File: config.mk
export PLATFORM = sky130hd
export DESIGN_NAME = bwrl_watchdog
export DESIGN_NICKNAME = d
export VERILOG_FILES = /design/src/verilog/bwrl_pkg.sv /design/src/verilog/bwrl_watchdog.sv
export SDC_FILE = /design/constraint.sdc
export NUM_CORES = 1
export LEC_CHECK = 0
export BUFFER_PORTS_ARGS = -buffer_cell sky130_fd_sc_hd__buf_2
export CAP_MARGIN = 30
export CORE_ASPECT_RATIO = 0.75
export CORE_UTILIZATION = 51
export CTS_CLUSTER_DIAMETER = 120
export DETAILED_ROUTE_END_ITERATION = 10
export PLACE_DENSITY = 0.84
export SYNTH_ARGS = -nofsm -noshare
export SYNTH_HDL_FRONTEND = slang
export SYNTH_SLANG_ARGS = --single-unit
File: constraint.sdc
create_clock -name clk -period 4.8 [get_ports clk]
set_input_delay 1.2 -clock clk [delete_from_list [all_inputs] [get_ports clk]]
set_output_delay 1.2 -clock clk [all_outputs]
set_load 0.01 [all_outputs]
File: src/verilog/bwrl_pkg.sv
package bwrl_pkg;
    // ************************************************
    // Timing
    // ************************************************
    localparam int unsigned CLK_HZ          = 25_000_000;
    localparam int unsigned TIMEOUT_MS      = 1420;
    localparam int unsigned HOLD_MS         = 200;
    localparam int unsigned TICK_US         = 1000;
    localparam int unsigned CYCLES_PER_TICK = CLK_HZ / 1_000_000 * TICK_US;
    localparam int unsigned TICK_W          = 16;
    localparam int unsigned MS_W            = 12;
    // ************************************************
    // Boot
    // ************************************************
    localparam logic [15:0] BOOT_ADDR       = 16'h0000;
    // ************************************************
    // States
    // ************************************************
    typedef enum logic [0:0] {
        BWRL_WATCH = 1'b0,
        BWRL_HOLD  = 1'b1
    } bwrl_state_t;
endpackage

File: src/verilog/bwrl_watchdog.sv
`timescale 1ns/1ns
// Notes on behaviour
// - Timeout after 1420 ms without retrigger
// - Active hold 200 ms, then self release
// - Enable setting gates watchdog onto reset
// - Release restarts processor at address zero
// - Any reset source asserts system reset
// - Closed manual contact asserts reset
// - Reset also driven to expansion connector
// - Indicator lamp on while watchdog active
module bwrl_watchdog
    import bwrl_pkg::*;
#(
    parameter int unsigned TICK_CYCLES = CYCLES_PER_TICK,
    parameter int unsigned TIMEOUT_T   = TIMEOUT_MS,
    parameter int unsigned HOLD_T      = HOLD_MS
) (
    input  wire logic        clk,
    input  wire logic        rst,
    input  wire logic        retrigger,
    input  wire logic        watchdog_link_setting,
    input  wire logic        power_good,
    input  wire logic        manual_reset_contact,
    output logic             sys_reset_n,
    output logic             expansion_bus_connector_reset_n,
    output logic             watchdog_indicator_lamp,
    output logic [15:0]      boot_vector
);
    // ************************************************
    // Helpers
    // ************************************************
    // True on the last count of an interval; shared by the counter and its checks
    function automatic logic last_count(logic [MS_W-1:0] cnt, int unsigned span);
        return cnt == MS_W'(span - 1);
    endfunction

    // ************************************************
    // Time base
    // ************************************************
    logic [TICK_W-1:0] pre_q, pre_d;
    logic              tick;

    always_comb begin
        tick  = (pre_q == TICK_W'(TICK_CYCLES - 1));
        pre_d = tick ? '0 : pre_q + 1'b1;
    end

    always_ff @(posedge clk) begin
        if (rst) begin
            pre_q <= '0;
        end else begin
            pre_q <= pre_d;
        end
    end

    // ************************************************
    // Watchdog
    // ************************************************
    bwrl_state_t       st_q, st_d;
    logic [MS_W-1:0]   ms_q, ms_d;
    logic              ext_rst;

    // Board reset from outside sources restarts the watch interval too
    assign ext_rst = !power_good || manual_reset_contact;

    always_comb begin
        st_d = st_q;
        ms_d = ms_q;
        case (st_q)
            BWRL_WATCH: begin
                if (retrigger || ext_rst) begin
                    ms_d = '0;
                end else if (tick) begin
                    if (last_count(ms_q, TIMEOUT_T)) begin
                        st_d = BWRL_HOLD;
                        ms_d = '0;
                    end else begin
                        ms_d = ms_q + 1'b1;
                    end
                end
            end
            BWRL_HOLD: begin
                // Retrigger is ignored here: with the link setting on, the controller is held in reset anyway
                if (tick) begin
                    if (last_count(ms_q, HOLD_T)) begin
                        st_d = BWRL_WATCH;
                        ms_d = '0;
                    end else begin
                        ms_d = ms_q + 1'b1;
                    end
                end
            end
            default: begin
                st_d = BWRL_WATCH;
                ms_d = '0;
            end
        endcase
    end

    always_ff @(posedge clk) begin
        if (rst) begin
            st_q <= BWRL_WATCH;
            ms_q <= '0;
        end else begin
            st_q <= st_d;
            ms_q <= ms_d;
        end
    end

    // ************************************************
    // Reset outputs
    // ************************************************
    logic rst_q, rst_d;
    logic lamp_q, lamp_d;

    always_comb begin
        rst_d  = ext_rst || ((st_q == BWRL_HOLD) && watchdog_link_setting);
        lamp_d = (st_q == BWRL_HOLD);
    end

    always_ff @(posedge clk) begin
        if (rst) begin
            rst_q  <= 1'b1;
            lamp_q <= 1'b0;
        end else begin
            rst_q  <= rst_d;
            lamp_q <= lamp_d;
        end
    end

    assign sys_reset_n                     = !rst_q;
    assign expansion_bus_connector_reset_n = !rst_q;
    assign watchdog_indicator_lamp         = lamp_q;
    assign boot_vector                     = BOOT_ADDR;

    // ************************************************
    // Checks
    // ************************************************
    a_src_reset: assert property (@(posedge clk) disable iff (rst)
        ext_rst |=> !sys_reset_n)
        else $error("external source did not assert reset");
    a_gate_off: assert property (@(posedge clk) disable iff (rst)
        (!rst && !ext_rst && !watchdog_link_setting) |=> sys_reset_n)
        else $error("disabled watchdog drove reset");
    a_gate_on: assert property (@(posedge clk) disable iff (rst)
        (st_q == BWRL_HOLD && watchdog_link_setting) |=> !sys_reset_n)
        else $error("enabled watchdog did not drive reset");
    a_exp_match: assert property (@(posedge clk) disable iff (rst)
        expansion_bus_connector_reset_n == sys_reset_n)
        else $error("expansion reset differs");
    a_lamp_hold: assert property (@(posedge clk) disable iff (rst)
        $rose(st_q == BWRL_HOLD) |=> watchdog_indicator_lamp)
        else $error("lamp not lit");
    a_retrig_clr: assert property (@(posedge clk) disable iff (rst)
        (st_q == BWRL_WATCH && retrigger) |=> (ms_q == '0 && st_q == BWRL_WATCH))
        else $error("retrigger did not restart count");
    a_expire: assert property (@(posedge clk) disable iff (rst)
        (st_q == BWRL_WATCH && !retrigger && !ext_rst && tick && last_count(ms_q, TIMEOUT_T))
        |=> st_q == BWRL_HOLD)
        else $error("timeout missed");
    a_release: assert property (@(posedge clk) disable iff (rst)
        (st_q == BWRL_HOLD && tick && last_count(ms_q, HOLD_T)) |=> st_q == BWRL_WATCH)
        else $error("hold did not end");
    a_tick_base: assert property (@(posedge clk) disable iff (rst)
        tick |=> !tick)
        else $error("time base tick too wide");
    a_boot_zero: assert property (@(posedge clk) disable iff (rst)
        $rose(sys_reset_n) |-> boot_vector == BOOT_ADDR)
        else $error("boot vector not zero");

    // ************************************************
    // Checks on the counters
    // ************************************************
    // Reset must leave the watch interval at its start, or the first timeout comes early
    a_reset_idle: assert property (@(posedge clk)
        rst |=> (st_q == BWRL_WATCH && ms_q == '0 && !sys_reset_n && !watchdog_indicator_lamp))
        else $error("reset did not clear the watchdog");
    a_ext_restart: assert property (@(posedge clk) disable iff (rst)
        (st_q == BWRL_WATCH && ext_rst) |=> ms_q == '0)
        else $error("external reset did not restart count");
    a_ms_bound: assert property (@(posedge clk) disable iff (rst)
        (st_q == BWRL_WATCH) |-> ms_q <= MS_W'(TIMEOUT_T - 1))
        else $error("watch count past its end");
    a_hold_bound: assert property (@(posedge clk) disable iff (rst)
        (st_q == BWRL_HOLD) |-> ms_q <= MS_W'(HOLD_T - 1))
        else $error("hold count past its end");
    a_hold_still: assert property (@(posedge clk) disable iff (rst)
        (st_q == BWRL_HOLD && !tick) |=> (st_q == BWRL_HOLD && $stable(ms_q)))
        else $error("hold count moved without a tick");
    a_hold_step: assert property (@(posedge clk) disable iff (rst)
        (st_q == BWRL_HOLD && tick && !last_count(ms_q, HOLD_T))
        |=> (st_q == BWRL_HOLD && ms_q == $past(ms_q) + 1'b1))
        else $error("hold count did not advance");
    a_watch_still: assert property (@(posedge clk) disable iff (rst)
        (st_q == BWRL_WATCH && !retrigger && !ext_rst && !tick)
        |=> (st_q == BWRL_WATCH && $stable(ms_q)))
        else $error("watch count moved without a tick");
    a_watch_step: assert property (@(posedge clk) disable iff (rst)
        (st_q == BWRL_WATCH && !retrigger && !ext_rst && tick && !last_count(ms_q, TIMEOUT_T))
        |=> (st_q == BWRL_WATCH && ms_q == $past(ms_q) + 1'b1))
        else $error("watch count did not advance");
    a_pre_bound: assert property (@(posedge clk) disable iff (rst)
        pre_q <= TICK_W'(TICK_CYCLES - 1))
        else $error("time base past its period");

    // ************************************************
    // Checks on the outputs
    // ************************************************
    // Sampled rst in the antecedent keeps this quiet on the edge that ends reset
    a_release_out: assert property (@(posedge clk) disable iff (rst)
        (!rst && !ext_rst && st_q == BWRL_WATCH) |=> sys_reset_n)
        else $error("reset held with no source");
    a_pfail_reset: assert property (@(posedge clk) disable iff (rst)
        !power_good |=> !sys_reset_n)
        else $error("power fail did not assert reset");
    a_button_reset: assert property (@(posedge clk) disable iff (rst)
        manual_reset_contact |=> !sys_reset_n)
        else $error("closed contact did not assert reset");
    a_lamp_on: assert property (@(posedge clk) disable iff (rst)
        (st_q == BWRL_HOLD) |=> watchdog_indicator_lamp)
        else $error("lamp dark while watchdog active");
    a_lamp_off: assert property (@(posedge clk) disable iff (rst)
        (st_q == BWRL_WATCH) |=> !watchdog_indicator_lamp)
        else $error("lamp lit while watchdog idle");
endmodule

==> impl_metrics.toml <==
[run_status]
status = "completed"

[timing]
rsz0062_at_grt = "no"
fin_crit_ns = 2.602
worst_pin_slew_ns = 0.8660
tns_ns = 0
max_freq_ghz = 0.3843
relSlewSlack = 0.4183
holdWs_ns = 0.4567
timing.final.crit_share = 0.5421
fin_worst_skew_ns = 0.007629
hold_viol_final = 0
finalMaxSlewViolations = 0
setup_viol = 0

[worst_setup_path]
r2r_slack_ns = 2.20
crit_type = "reg2reg"
path_max_fanout = 15
worstSetupEndpoint = "ms_q[0]"
cp-start-kind = "register"
r2r_end = "ms_q[0]"
critPathCaptureType = "register"
required_ns = 4.95
crit_start = "pre_q[11]"
rr_startpoint = "pre_q[11]"
arrival_ns = 2.75
worstRegToRegCells = 5

[placement]
io_buffers = 8
gp_congestion = 0.8531
place_area_sq_um = 1603
detailed_place_hpwl_mm = 1.983

[floorplanning]
io_pins = 25
die-area_sq_um = 3439
rows = 17
fp.dieH_microns = 51.04
die_x_microns = 67.39
start_util = 0.5453
coreArea_sq_um = 2999

[yosys]
synthXorXnorAreaFrac = 0.1232
synth-seq-area-share = 0.3795
synth_adder_area_share = 0.01530
synth_flop_cell = "dfxtp_1"
synthesis.area_sq_um = 1635
ys_async_sr_fraction = 0
synth_top_family_by_area = "simple AND/OR/NAND/NOR gates"
avgSynthCellArea_sq_um = 8.888
synth_cell_types = 43
synth_cells = 184
synth-simple-area-share = 0.2693
synthMuxAreaShare = 0
synth-compound-area-share = 0.09334
synth-edff-count = 0
ys_ff_latch = 31
ys.warnings.count = 0

[detailed_routing]
drt_wl_total_mm = 2.836
vias = 1208
ant_nets = 0
drtIter0Drc = 108
wl_per_cell_microns = 12.28
drc = 0
vias_per_cell = 5.229
dr.pass1.iters = 4

[layout]
finalInstanceArea_sq_um = 1720
nFillCells = 253
fin_nets = 200
area.growth.synth_to_final_pct = 5.203
diodes = 0
layout-drive-gt1-share = 0.1554

[grt]
grt_pass1_wl_mm = 4.685
grtUsageTotal = 0.1862
grt_pass1_vias = 1061
antenna_found_initial = 0
grt_max_degree = 17
overflow = 0

[clock_network]
cts_sinks = 31
insertion_delay_ns = 0.28
max-clock-path-buffers = 2
htreeDepth = 2
cts_repair_resize_count = 0
clock-root-buffer = "clkbuf_8"
holdBufCountCts = 0
clk_pin_slew_worst_paths_ns = 0.07
numCtsBuffers = 5
cts_tree = "done"
postCtsSetupBuffers = 0

[power]
p_comb_frac = 0.043
finalPower_mw = 0.5461
peakVddDrop_uv = 121.3
switchingPower_mw = 0.1115
switching_share = 0.2041
p_int_mw = 0.4346
p_leak_nw = 0.6441
power_density_nw_per_um2 = 317.4
seqPwrFrac = 0.481
clkPwrFrac = 0.476

[worst_hold_path]
min_path_type = "reg2reg"

[job]
drv_cap = 0
-- how the worst min path moves through the flow --
stage,startpoint,to,slack (ns),cells past startpoint
final,pre_q[0],pre_q[0],0.46,1
after global routing,pre_q[0],pre_q[0],0.50,1
after CTS,pre_q[0],pre_q[0],0.46,1
after detailed placement,pre_q[0],pre_q[0],0.44,1
after global placement,pre_q[0],pre_q[0],0.43,1
after floorplan,pre_q[0],pre_q[0],0.42,1
-- routing by layer --
| layer | wire length [microns] | GRT usage | vias up |
|---|---|---|---|
| li1 | - | - | 608 |
| met1 | 1465 | 0.2521 | 560 |
| met2 | 1192 | 0.2583 | 35 |
| met3 | 142 | 0.07589 | 5 |
| met4 | 35 | 0.07447 | 0 |
| met5 | 0 | 0 | - |
-- per-stage QoR --
step,setup WS [ns],std cells,util
6_report,2.198,231,0.5736
5_1_grt,2.034,231,0.5736
4_1_cts,2.209,231,0.5736
3_5_place_dp,2.121,223,0.5344
3_3_place_gp,2.166,223,0.5344
2_1_floorplan,2.532,199,-
-- registers in the layout (all words and copies together) (netlist names) --
register                 count
watchdog_indicator_lamp      1
rst_q                        1
lamp_d                       1
pre_q                       16
ms_q                        12
-- cell usage in the layout, fill, tap and decap left out, types with 2 or more instances in the layout --
master     Yosys  layout
a21oi_1        3       3
and3_1         2       2
and4_1         2       2
buf_2          0       8
clkbuf_8       0       6
conb_1         1      16
dfxtp_1       31      31
ha_1           2       2
inv_1          4       4
nand2_1       11      11
nand3_1        9       9
nand4_1        3       3
nor2_1        29      29
nor2_2         5       5
nor2b_1        4       4
nor3_1         3       3
nor4_1         3       3
o2111ai_1      3       3
o21ai_1        2       2
xnor2_1        9       9
xor2_1        14      14
-- kinds of logic (layout without fill, tap and decap cells) --
logic type,Yosys count,after routing
XOR/XNOR,23,23
AO/OA/AOI/OAI,19,19
flip-flops,31,31
AND/OR/NAND/NOR,82,82
other,1,16
adder cells (fa/ha/maj),2,2
buffers and inverters,26,20
-- cell usage after synthesis, types with 3 or more instances --
| cell | number | area share |
|---|---|---|
| dfxtp_1 | 31 | 0.38 |
| nor2_1 | 29 | 0.067 |
| buf_4 | 19 | 0.087 |
| xor2_1 | 14 | 0.075 |
| nand2_1 | 11 | 0.025 |
| nand3_1 | 9 | 0.028 |
| xnor2_1 | 9 | 0.048 |
| nor2_2 | 5 | 0.019 |
| inv_1 | 4 | 0.0092 |
| nor2b_1 | 4 | 0.015 |
| a21oi_1 | 3 | 0.0092 |
| buf_6 | 3 | 0.021 |
| nand4_1 | 3 | 0.011 |
| nor3_1 | 3 | 0.0092 |
| nor4_1 | 3 | 0.011 |
| o2111ai_1 | 3 | 0.016 |
-- power groups by stage --
stage                     Combinational [mW]  Sequential [mW]  Clock [mW]
after global placement                0.0228            0.268           0
after floorplan                       0.0303            0.268           0
after global routing                  0.0262            0.263       0.278
after detailed placement              0.0231            0.269           0
final                                 0.0235            0.263       0.260
after CTS                             0.0232            0.263       0.265
-- critical path, cell delays in order, from the launching register on --
cell,delay (ns)
dfxtp_1,0.35
or4_4,0.55
nor4_4,0.80
nor2_2,0.15
o21bai_2,0.51
nor2_1,0.10
-- area by class of cell --
type | instances | area [sq um] | area share
multi-input cells | 142 | 879.6 | 0.5113
well taps | 38 | 47.55 | 0.02764
clock inverters | 2 | 35.03 | 0.02036
flip-flops and latches | 31 | 620.6 | 0.3607
inverters | 4 | 15.01 | 0.008727
clock buffers | 6 | 82.58 | 0.04800
repair buffers | 8 | 40.04 | 0.02327
(Power assumes the default switching activity.)
